--- src/rtl/apc_pkg.sv ---
// Package holding the register map, field layout and value tables of the analog PLL controls.
`default_nettype none

package apc_pkg;

   // ***************************************************************
   // Register bus widths and offsets
   // ***************************************************************
   localparam int ADDR_W = 16;
   localparam int DATA_W = 8;

   localparam logic [ADDR_W-1:0] ADDR_LOOP_FILTER = 16'h00ac;
   localparam logic [ADDR_W-1:0] ADDR_LOCK_MODE   = 16'h00ad;
   localparam logic [ADDR_W-1:0] ADDR_OSC1_LOCK   = 16'h00ae;
   localparam logic [ADDR_W-1:0] ADDR_OSC2_LOCK   = 16'h00af;

   // ***************************************************************
   // Reset values and masks of implemented bits
   // ***************************************************************
   localparam logic [DATA_W-1:0] RST_LOOP_FILTER  = 8'h8b;
   localparam logic [DATA_W-1:0] RST_LOCK_MODE    = 8'h02;
   localparam logic [DATA_W-1:0] RST_OSC1_LOCK    = 8'h2b;
   localparam logic [DATA_W-1:0] RST_OSC2_LOCK    = 8'h00;

   localparam logic [DATA_W-1:0] MASK_LOOP_FILTER = 8'hff;
   localparam logic [DATA_W-1:0] MASK_LOCK_MODE   = 8'h0b;
   localparam logic [DATA_W-1:0] MASK_OSC1_LOCK   = 8'h3f;
   localparam logic [DATA_W-1:0] MASK_OSC2_LOCK   = 8'h1f;

   // ***************************************************************
   // Field positions
   // ***************************************************************
   localparam int PUMP_LSB   = 5;
   localparam int PUMP_W     = 3;
   localparam int SERIES_LSB = 3;
   localparam int SERIES_W   = 2;
   localparam int CAP_LSB    = 1;
   localparam int CAP_W      = 2;
   localparam int POLE_BIT   = 0;
   localparam int OVRD_BIT   = 0;
   localparam int ACC_BIT    = 1;
   localparam int SYNTH_BIT  = 3;
   localparam int OSC_BIT    = 5;
   localparam int CODE_LSB   = 0;
   localparam int CODE_W     = 5;

   // ***************************************************************
   // Analog value tables
   // ***************************************************************
   localparam int PUMP_UA_W   = 10;
   localparam int OHM_W       = 11;
   localparam int PF_W        = 8;
   localparam int PPM_W       = 5;

   localparam logic [PUMP_UA_W-1:0] PUMP_STEP_UA = 10'h06e;
   localparam logic [OHM_W-1:0]     SERIES_OHM_0 = 11'h14a;
   localparam logic [OHM_W-1:0]     SERIES_OHM_1 = 11'h280;
   localparam logic [OHM_W-1:0]     SERIES_OHM_2 = 11'h4b0;
   localparam logic [OHM_W-1:0]     SERIES_OHM_3 = 11'h6fe;
   localparam logic [PF_W-1:0]      CAP_PF_0     = 8'h28;
   localparam logic [PF_W-1:0]      CAP_PF_1     = 8'h50;
   localparam logic [PF_W-1:0]      CAP_PF_2     = 8'h8c;
   localparam logic [PF_W-1:0]      CAP_PF_3     = 8'hc8;
   localparam logic [OHM_W-1:0]     POST_OHM_LO  = 11'h1f1;
   localparam logic [OHM_W-1:0]     POST_OHM_HI  = 11'h62c;
   localparam logic [PF_W-1:0]      POST_CAP_PF  = 8'h28;
   localparam logic [PPM_W-1:0]     ACC_PPM_FINE = 5'h01;
   localparam logic [PPM_W-1:0]     ACC_PPM_WIDE = 5'h10;

   // ***************************************************************
   // Carriers
   // ***************************************************************
   typedef struct packed {
      logic              wr_en;
      logic              rd_en;
      logic [ADDR_W-1:0] addr;
      logic [DATA_W-1:0] wdata;
   } apc_req_s;

   typedef struct packed {
      logic [PUMP_W-1:0]   pump_current_sel;
      logic [SERIES_W-1:0] series_resistor_sel;
      logic [CAP_W-1:0]    parallel_cap_sel;
      logic                second_pole_sel;
      logic                synthesizer_only_mode;
      logic                lock_count_accuracy;
      logic                lock_manual_override;
      logic                manual_osc_select;
      logic [CODE_W-1:0]   osc1_manual_lock_code;
      logic [CODE_W-1:0]   osc2_manual_lock_code;
   } apc_cfg_s;

   typedef struct packed {
      logic [PUMP_UA_W-1:0] pump_ua;
      logic [OHM_W-1:0]     series_ohm;
      logic [PF_W-1:0]      cap_pf;
      logic [OHM_W-1:0]     post_ohm;
      logic [PF_W-1:0]      post_pf;
      logic [PPM_W-1:0]     lock_ppm;
   } apc_analog_s;

endpackage

`default_nettype wire

--- src/rtl/apc_field_reg.sv ---
// Module holding one 8-bit control register with reset value and implemented-bit mask.
`default_nettype none

module apc_field_reg #(
   parameter logic [7:0] RESET_VAL = 8'h00,
   parameter logic [7:0] BIT_MASK  = 8'hff
) (
   input  wire logic       clk,
   input  wire logic       reset,
   input  wire logic       wr_en,
   input  wire logic [7:0] wdata,
   output var  logic [7:0] value
);

   logic [7:0] reg_q;
   logic [7:0] reg_d;

   // Reserved bits are never stored, so they always read as zero.
   assign reg_d = wr_en ? (wdata & BIT_MASK) : reg_q;
   assign value = reg_q;

   // Storage with synchronous reset to the field defaults.
   always_ff @(posedge clk) begin
      if (reset) begin
         reg_q <= RESET_VAL & BIT_MASK;
      end else begin
         reg_q <= reg_d;
      end
   end

endmodule

`default_nettype wire

--- src/rtl/apc_regs.sv ---
// Analog PLL control register bank with decoded configuration outputs.
// Operation
// - Three-bit pump current code, 110 to 880 uA in steps, resets to 100.
// - Two-bit series resistor code, 330 ohm to 1.79 kohm, resets to 01.
// - Two-bit parallel capacitor code, 40 to 200 pF, resets to 01.
// - Second-pole bit picks low or high post resistance, 40 pF, resets to one.
// - Lock accuracy bit: zero means 1 ppm, one means 16 ppm; resets to one.
// - Manual override bit: zero automatic lock, one manual; resets to zero.
// - In manual mode oscillator bit zero picks second, one picks first; resets one.
// - Five-bit manual lock code of first oscillator, resets to 01011.
// - Five-bit manual lock code of second oscillator, resets to 00000.
// - Synthesizer bit: zero tracks references, one uses crystal only; resets zero.
// - Reserved bits are written as zero and their read value is ignored.
`default_nettype none

module apc_regs (
   input  wire logic                          clk,
   input  wire logic                          reset,
   input  wire apc_pkg::apc_req_s             req,
   output var  logic [apc_pkg::DATA_W-1:0]    rd_data_q,
   output var  logic                          rd_valid_q,
   output var  logic                          addr_miss_q,
   output var  apc_pkg::apc_cfg_s             cfg_q,
   output var  apc_pkg::apc_analog_s          analog_q,
   output var  logic                          manual_active_q,
   output var  logic                          osc1_selected_q,
   output var  logic [apc_pkg::CODE_W-1:0]    manual_lock_code_q,
   output var  logic                          freerun_required_q
);

   // ***************************************************************
   // Address decode
   // ***************************************************************
   logic                       hit_loop;
   logic                       hit_mode;
   logic                       hit_osc1;
   logic                       hit_osc2;
   logic                       hit_any;
   logic                       wr_loop;
   logic                       wr_mode;
   logic                       wr_osc1;
   logic                       wr_osc2;
   logic [apc_pkg::DATA_W-1:0] val_loop;
   logic [apc_pkg::DATA_W-1:0] val_mode;
   logic [apc_pkg::DATA_W-1:0] val_osc1;
   logic [apc_pkg::DATA_W-1:0] val_osc2;
   logic [apc_pkg::DATA_W-1:0] rd_mux;

   // Each register answers at exactly one address; other addresses miss.
   assign hit_loop = (req.addr == apc_pkg::ADDR_LOOP_FILTER);
   assign hit_mode = (req.addr == apc_pkg::ADDR_LOCK_MODE);
   assign hit_osc1 = (req.addr == apc_pkg::ADDR_OSC1_LOCK);
   assign hit_osc2 = (req.addr == apc_pkg::ADDR_OSC2_LOCK);
   assign hit_any  = hit_loop | hit_mode | hit_osc1 | hit_osc2;

   // Write strobes per register.
   // A read and a write in one cycle are both taken; the read sees the old value.
   assign wr_loop = req.wr_en & hit_loop;
   assign wr_mode = req.wr_en & hit_mode;
   assign wr_osc1 = req.wr_en & hit_osc1;
   assign wr_osc2 = req.wr_en & hit_osc2;

   // ***************************************************************
   // Register storage
   // ***************************************************************
   // The four registers share one module; only reset value and mask differ.
   // Ones written to reserved positions are dropped, so those bits stay zero.
   // register storage
   apc_field_reg #(
      .RESET_VAL (apc_pkg::RST_LOOP_FILTER),
      .BIT_MASK  (apc_pkg::MASK_LOOP_FILTER)
   ) u_loop_filter (
      .clk   (clk),
      .reset (reset),
      .wr_en (wr_loop),
      .wdata (req.wdata),
      .value (val_loop)
   );

   apc_field_reg #(
      .RESET_VAL (apc_pkg::RST_LOCK_MODE),
      .BIT_MASK  (apc_pkg::MASK_LOCK_MODE)
   ) u_lock_mode (
      .clk   (clk),
      .reset (reset),
      .wr_en (wr_mode),
      .wdata (req.wdata),
      .value (val_mode)
   );

   apc_field_reg #(
      .RESET_VAL (apc_pkg::RST_OSC1_LOCK),
      .BIT_MASK  (apc_pkg::MASK_OSC1_LOCK)
   ) u_osc1_lock (
      .clk   (clk),
      .reset (reset),
      .wr_en (wr_osc1),
      .wdata (req.wdata),
      .value (val_osc1)
   );

   apc_field_reg #(
      .RESET_VAL (apc_pkg::RST_OSC2_LOCK),
      .BIT_MASK  (apc_pkg::MASK_OSC2_LOCK)
   ) u_osc2_lock (
      .clk   (clk),
      .reset (reset),
      .wr_en (wr_osc2),
      .wdata (req.wdata),
      .value (val_osc2)
   );

   // ***************************************************************
   // Read path
   // ***************************************************************
   // reserved bits zero
   // Reserved bits are masked off in storage, so a read shows them as zero.
   // Unmapped addresses fall through every compare and select zero.
   assign rd_mux = hit_loop ? val_loop :
                   hit_mode ? val_mode :
                   hit_osc1 ? val_osc1 :
                   hit_osc2 ? val_osc2 : '0;

   logic                       any_access;
   logic [apc_pkg::DATA_W-1:0] rd_data_d;
   logic                       miss_d;

   // Next values of the read port; read data holds between reads.
   assign any_access = req.rd_en | req.wr_en;
   assign rd_data_d  = req.rd_en ? rd_mux : rd_data_q;
   assign miss_d     = any_access & ~hit_any;

   // Read data is registered one cycle after the request; a miss reads zero.
   always_ff @(posedge clk) begin
      if (reset) begin
         rd_data_q <= '0;
      end else begin
         rd_data_q <= rd_data_d;
      end
   end

   // The valid pulse stands for exactly one cycle after each read strobe.
   always_ff @(posedge clk) begin
      if (reset) begin
         rd_valid_q <= 1'b0;
      end else begin
         rd_valid_q <= req.rd_en;
      end
   end

   // An access outside the bank is flagged for one cycle and changes nothing.
   always_ff @(posedge clk) begin
      if (reset) begin
         addr_miss_q <= 1'b0;
      end else begin
         addr_miss_q <= miss_d;
      end
   end

   // ***************************************************************
   // Field extraction
   // ***************************************************************
   apc_pkg::apc_cfg_s cfg_d;

   // Fields are cut from the stored register values.
   // This copy is combinational; the output stage registers it for the ports.
   assign cfg_d.pump_current_sel =
      val_loop[apc_pkg::PUMP_LSB +: apc_pkg::PUMP_W];
   assign cfg_d.series_resistor_sel =
      val_loop[apc_pkg::SERIES_LSB +: apc_pkg::SERIES_W];
   assign cfg_d.parallel_cap_sel =
      val_loop[apc_pkg::CAP_LSB +: apc_pkg::CAP_W];
   assign cfg_d.second_pole_sel       = val_loop[apc_pkg::POLE_BIT];
   assign cfg_d.synthesizer_only_mode = val_mode[apc_pkg::SYNTH_BIT];
   assign cfg_d.lock_count_accuracy   = val_mode[apc_pkg::ACC_BIT];
   assign cfg_d.lock_manual_override  = val_mode[apc_pkg::OVRD_BIT];
   assign cfg_d.manual_osc_select     = val_osc1[apc_pkg::OSC_BIT];
   assign cfg_d.osc1_manual_lock_code =
      val_osc1[apc_pkg::CODE_LSB +: apc_pkg::CODE_W];
   assign cfg_d.osc2_manual_lock_code =
      val_osc2[apc_pkg::CODE_LSB +: apc_pkg::CODE_W];

   // ***************************************************************
   // Analog value decode
   // ***************************************************************
   // Analog values are carried for monitoring; the block drives no analog part.
   apc_pkg::apc_analog_s analog_d;
   logic [apc_pkg::PUMP_UA_W-1:0] pump_steps;

   // pump current steps
   // Code zero is one step, so the current is the step times code plus one.
   // The step and all table entries are package constants, so values are exact.
   assign pump_steps = apc_pkg::PUMP_UA_W'(cfg_d.pump_current_sel) + 10'h001;
   assign analog_d.pump_ua =
      apc_pkg::PUMP_UA_W'(pump_steps * apc_pkg::PUMP_STEP_UA);

   // series resistor table
   // Every code is legal and maps to one fixed resistance.
   assign analog_d.series_ohm =
      (cfg_d.series_resistor_sel == 2'h0) ? apc_pkg::SERIES_OHM_0 :
      (cfg_d.series_resistor_sel == 2'h1) ? apc_pkg::SERIES_OHM_1 :
      (cfg_d.series_resistor_sel == 2'h2) ? apc_pkg::SERIES_OHM_2 :
                                            apc_pkg::SERIES_OHM_3;

   // parallel capacitor table
   // Every code is legal and maps to one fixed capacitance.
   assign analog_d.cap_pf =
      (cfg_d.parallel_cap_sel == 2'h0) ? apc_pkg::CAP_PF_0 :
      (cfg_d.parallel_cap_sel == 2'h1) ? apc_pkg::CAP_PF_1 :
      (cfg_d.parallel_cap_sel == 2'h2) ? apc_pkg::CAP_PF_2 :
                                         apc_pkg::CAP_PF_3;

   // second pole values
   // The post-filter capacitor is the same for both settings.
   assign analog_d.post_ohm = cfg_d.second_pole_sel ? apc_pkg::POST_OHM_HI :
                                                      apc_pkg::POST_OHM_LO;
   assign analog_d.post_pf  = apc_pkg::POST_CAP_PF;

   // lock accuracy decode
   // Software picks the accuracy to suit the external loop capacitor.
   assign analog_d.lock_ppm = cfg_d.lock_count_accuracy ? apc_pkg::ACC_PPM_WIDE :
                                                          apc_pkg::ACC_PPM_FINE;

   // ***************************************************************
   // Lock mode selection
   // ***************************************************************
   logic                       manual_d;
   logic                       osc1_sel_d;
   logic [apc_pkg::CODE_W-1:0] chosen_code;
   logic [apc_pkg::CODE_W-1:0] code_d;

   // manual mode enable
   // Automatic mode hands oscillator choice and lock code to the lock logic.
   assign manual_d   = cfg_d.lock_manual_override;

   // manual oscillator choice
   // Select bit one picks the first oscillator's code, zero the second's.
   assign chosen_code = cfg_d.manual_osc_select ? cfg_d.osc1_manual_lock_code :
                                                  cfg_d.osc2_manual_lock_code;

   // In automatic mode the lock logic picks the oscillator, so no code is forced.
   assign osc1_sel_d = manual_d & cfg_d.manual_osc_select;
   assign code_d     = manual_d ? chosen_code : '0;

   // ***************************************************************
   // Output registers
   // ***************************************************************
   // Every output leaves from a flop, one cycle behind the stored registers.
   // The decoded field copy follows the bank one cycle late.
   always_ff @(posedge clk) begin
      if (reset) begin
         cfg_q <= '0;
      end else begin
         cfg_q <= cfg_d;
      end
   end

   // The analog values follow the same fields in the same cycle as the copy.
   always_ff @(posedge clk) begin
      if (reset) begin
         analog_q <= '0;
      end else begin
         analog_q <= analog_d;
      end
   end

   // Lock mode outputs; in automatic mode no oscillator or code is forced.
   always_ff @(posedge clk) begin
      if (reset) begin
         manual_active_q    <= 1'b0;
         osc1_selected_q    <= 1'b0;
         manual_lock_code_q <= '0;
      end else begin
         manual_active_q    <= manual_d;
         osc1_selected_q    <= osc1_sel_d;
         manual_lock_code_q <= code_d;
      end
   end

   // synthesizer mode output
   // The free-run demand tells the digital PLL side to force its free-run state.
   always_ff @(posedge clk) begin
      if (reset) begin
         freerun_required_q <= 1'b0;
      end else begin
         freerun_required_q <= cfg_d.synthesizer_only_mode;
      end
   end

endmodule

`default_nettype wire

--- config.mk ---
export PLATFORM = sky130hd
export DESIGN_NAME = apc_regs
export DESIGN_NICKNAME = d
export VERILOG_FILES = /design/src/rtl/apc_pkg.sv /design/src/rtl/apc_field_reg.sv /design/src/rtl/apc_regs.sv
export SDC_FILE = /design/constraint.sdc
export NUM_CORES = 1
export LEC_CHECK = 0
export BUFFER_PORTS_ARGS = -buffer_cell sky130_fd_sc_hd__buf_2
export CAP_MARGIN = 20
export CORE_MARGIN = 1.5
export CORE_UTILIZATION = 50
export CTS_CLUSTER_DIAMETER = 50
export CTS_CLUSTER_SIZE = 12
export DETAILED_ROUTE_END_ITERATION = 6
export PLACE_DENSITY = 0.8
export SLEW_MARGIN = 25
export SYNTH_ARGS = -nofsm -noshare
export SYNTH_HDL_FRONTEND = slang
export SYNTH_SLANG_ARGS = --single-unit
--- constraint.sdc ---
create_clock -name clk -period 4 [get_ports clk]
set_input_delay 0.4 -clock clk [delete_from_list [all_inputs] [get_ports clk]]
set_output_delay 0.4 -clock clk [all_outputs]
set_load 0.01 [all_outputs]
==> results.txt <==
The run finished with clean final reports. The wire length of the first global-routing pass was 11.3 mm; the switching share of total power was 21.8%. After synthesis the cells add up to 3560 sq um.

The critical path contains buffers and inverters numbering 3 combined. For the internal power of the cells, the log shows 1.33 mW. Deepest level of the CTS H-tree: 3. The time the final worst path needs with I/O delays and setup works out to 3.29 ns.

The run gives 2393 as the number of global-route vias before repair. TritonCTS built the clock tree. Of all nets on the critical path, the largest fanout is 7. The post-cts sizing count is 0, and the relative contribution of sequential cells to total power is 50.9%.

A synthesized cell averages 9.72 sq um. The setup-violating endpoint count in the final report was 0. 121 I/O pins were placed.

For the total negative slack for setup checks, the log shows 0 ns. The number of enable-type register cells in the synthesized netlist is 0. The number of clock buffers added by TritonCTS is 9. Counting stages on the worst path, the most repeated cell is inv_1. The fmax was 0.304 GHz; the width of the chip was 87.4 um. The floorplan step defined a core boundary enclosing 6830 sq um. The average routed wire per standard cell came out at 12.9 um.

Summed over all layers, the global routing overflow is 0. The critical path capture point type was a flop. After detailed routing, the number of remaining DRC violations is 0.

The total count of hold-check failures in the final report is 0, and the height of the die is 87.4 um. The total number of vias is 2750. The max-slew violation count was 0.

The count of buffers inserted at the top-level ports is 106, and the worst clock skew is 0.00690 ns. The class of the worst hold path is in2reg. The synthesis-stage register bit count was 85; the measured slew at the worst slew-check pin was 0.745 ns. The largest incremental delay on the critical path is 0.50 ns, and the die outline area is 7630 sq um.

The standby leakage power was 2.10 nW; the maximum number of buffers from clock root to sink was 2. Entering global routing, the biggest net connects 64 pins. The critical path is of the reg2reg type. For the post-layout utilization of the core, the log shows 61.8%. The critical path goes through inv_1 > ha_1 > inv_1 > fa_1 > ha_1 > inv_1 > fa_1 > nor2b_1 > o21ai_0 > a21oi_1 > o21ai_0 > o31ai_1. The share of async-settable or async-resettable flops after synthesis is 0%.

At the later pin of the worst-skew pair, clock insertion delay measures 0.35 ns. The max-cap violation count was 0; the power per unit of standard cell area was 402 nW/um^2. Number of nets at the end of the flow: 503.

The leading register cell type out of synthesis was dfxtp_1. The logs give 0.213 mV for the worst voltage drop across the vdd grid and 0 for the number of synthesis warnings. Relative slew slack: 50.1%. The area growth from synthesis to layout is 18.7%. The logs give 0 for the number of antenna violations at the first check in global routing and 40 for the number of library cell types mapped by synthesis. STA classifies the critical path startpoint as a flop. The category of cells accounting for the largest share of critical-path delay was adder cells. The library cell used most frequently in the layout, excluding fill and tap cells, is buf_2. The tools report the placed wire-length estimate after detailed placement as 5.34 mm. The post-CTS repair timing setup buffer count was 0; the final wirelength was 7.12 mm.

Data on the critical path arrives at its endpoint at 3.56 ns. For this run, the register share of the synthesized area comes to 47.8%. Endpoint required time on the critical path: 4.27 ns. In the layout the commonest cells are 106 x buf_2, 85 x dfxtp_1, 38 x nor2_1. The iteration-0 DRC count of the detailed router is 166.

The tree is rooted in a clkbuf_8. Global routing used 19.2% of the available tracks. The number of hold buffers added after CTS was 0.

Dividing the detail-routed via count by the number of cells gives 4.97. The clock sink count came out at 85. In this run, the clock network consumes 43.8% of the power.

The repair_antennas step left the layout with diodes totalling 0. The final critical path takes up 82.2% of the cycle. The largest individual stage delay along the critical path comes from the cell fa_1. The congestion estimate from routability-driven global placement came to 0.861. After clock tree synthesis, the clock-pin slew on the worst setup and hold paths is 0.08 ns.

The remaining number of nets flagged by the antenna check after routing is 0, and the post-synthesis instance total is 366. The run gives 30 as the row count. Of the total power, combinational logic draws 5.3%. Once the floorplan was initialized, standard cells occupied 52.1% of the core. The fraction of final layout cells with drive strength greater than 1 was 28.2%. Setup repair after global routing left no endpoint under its margin. The analysis attributes to net switching a power of 0.369 mW.

For the iteration count of the initial detailed-routing pass, the log shows 4.
power by group through the flow:
| stage | clock (mW) | combinational [mW] | sequential, mW |
|---|---|---|---|
| after floorplan | 0 | 0.0542 | 0.892 |
| after global placement | 0 | 0.0888 | 0.884 |
| after detailed placement | 0 | 0.0899 | 0.884 |
| after CTS | 0.751 | 0.0900 | 0.864 |
| after global routing | 0.786 | 0.0986 | 0.866 |
| final | 0.743 | 0.0896 | 0.864 |
metal layers:
layer	share of wire [%]	vias to the layer above	GRT usage (%)	wire, um
met2	47	123	30.4	3370
met1	43	1256	25.3	3030
met5	0	-	0	0
li1	-	1362	-	-
met4	1.8	0	8.80	129
met3	8.3	9	3.89	589
through the flow:
| stage | area [sq um] | cells | total power [mW] | setup slack, ns | hold WS (ns) |
|---|---|---|---|---|---|
| 6_report | 4220 | 553 | 1.70 | 0.711 | 0.277 |
| 5_1_grt | 4220 | 553 | 1.75 | 0.439 | 0.298 |
| 4_1_cts | 4220 | 553 | 1.71 | 0.714 | 0.270 |
| 3_5_place_dp | 3970 | 537 | 0.974 | 0.728 | 0.427 |
| 3_3_place_gp | 3970 | 537 | 0.973 | 0.923 | 0.416 |
| 2_1_floorplan | 3610 | 379 | 0.946 | 1.07 | 0.404 |
cells by family after synthesis:
family | after synthesis | synth area share, %
DFF | 85 | 47.8
other | 1 | 0.105
adders and majority gates | 23 | 9.14
buffers and inverters | 63 | 10.2
and+or+nand+nor | 129 | 19.7
AOI/OAI and AO/OA | 45 | 7.63
xor gates and xnor gates | 5 | 1.23
muxes | 15 | 4.22
worst register-to-register path, cell delays in order (launching register included):
cell and delay (ns):
dfxtp_1 0.46, inv_1 0.21, ha_1 0.42, inv_1 0.12
fa_1 0.50, ha_1 0.32, inv_1 0.06, fa_1 0.45
nor2b_1 0.16, o21ai_0 0.13, a21oi_1 0.20, o21ai_0 0.11
o31ai_1 0.07
cells in the mapped netlist (4+ instances only):
library cell | instances | share of area (%)
a221oi_1 | 4 | 0.98
nor2b_1 | 20 | 3.5
inv_1 | 18 | 1.9
mux2i_1 | 15 | 4.2
buf_4 | 31 | 6.5
a21oi_1 | 14 | 2.0
nor3_1 | 11 | 1.5
clkbuf_1 | 10 | 1.1
o21ai_0 | 16 | 2.3
nand2_1 | 21 | 2.2
nand3_1 | 12 | 1.7
nand2b_1 | 4 | 0.70
ha_1 | 18 | 6.3
dfxtp_1 | 85 | 48
and3_1 | 5 | 0.88
fa_1 | 5 | 2.8
nor2_1 | 38 | 4.0
area by class of cell:
cell class                 count  area (sq um)
clock inverter                 6           115
clock buffer                  10           138
timing repair buffer         107           538
inverter                      18          67.6
fill                         590          2610
multi-input combinational    231          1540
sequential                    85          1700
tap                           96           120
state kept, by name, summed over array words and instances (netlist names), 3 cells and up:
register,flops
u_lock_mode.value,3
manual_lock_code_q,5
analog_q,26
rd_data_q,8
u_osc2_lock.value,5
u_osc1_lock.value,6
u_loop_filter.value,8
cfg_q,19
worst paths after layout:
| kind | startpoint | to | cells after the start | slack (ns) |
|---|---|---|---|---|
| worst min-delay path | req[7] | u_loop_filter.value[7]$_SDFFE_PP1P_ | 3 | 0.28 |
| worst min register to register | u_loop_filter.value[1]$_SDFFE_PP1P_ | analog_q[26]$_SDFF_PP0_ | 1 | 0.44 |
| worst max-delay path | u_loop_filter.value[5]$_SDFFE_PP0P_ | analog_q[52]$_SDFF_PP0_ | 12 | 0.71 |
| worst max register to register | u_loop_filter.value[5]$_SDFFE_PP0P_ | analog_q[52]$_SDFF_PP0_ | 12 | 0.71 |
(Power assumes the default switching activity.)
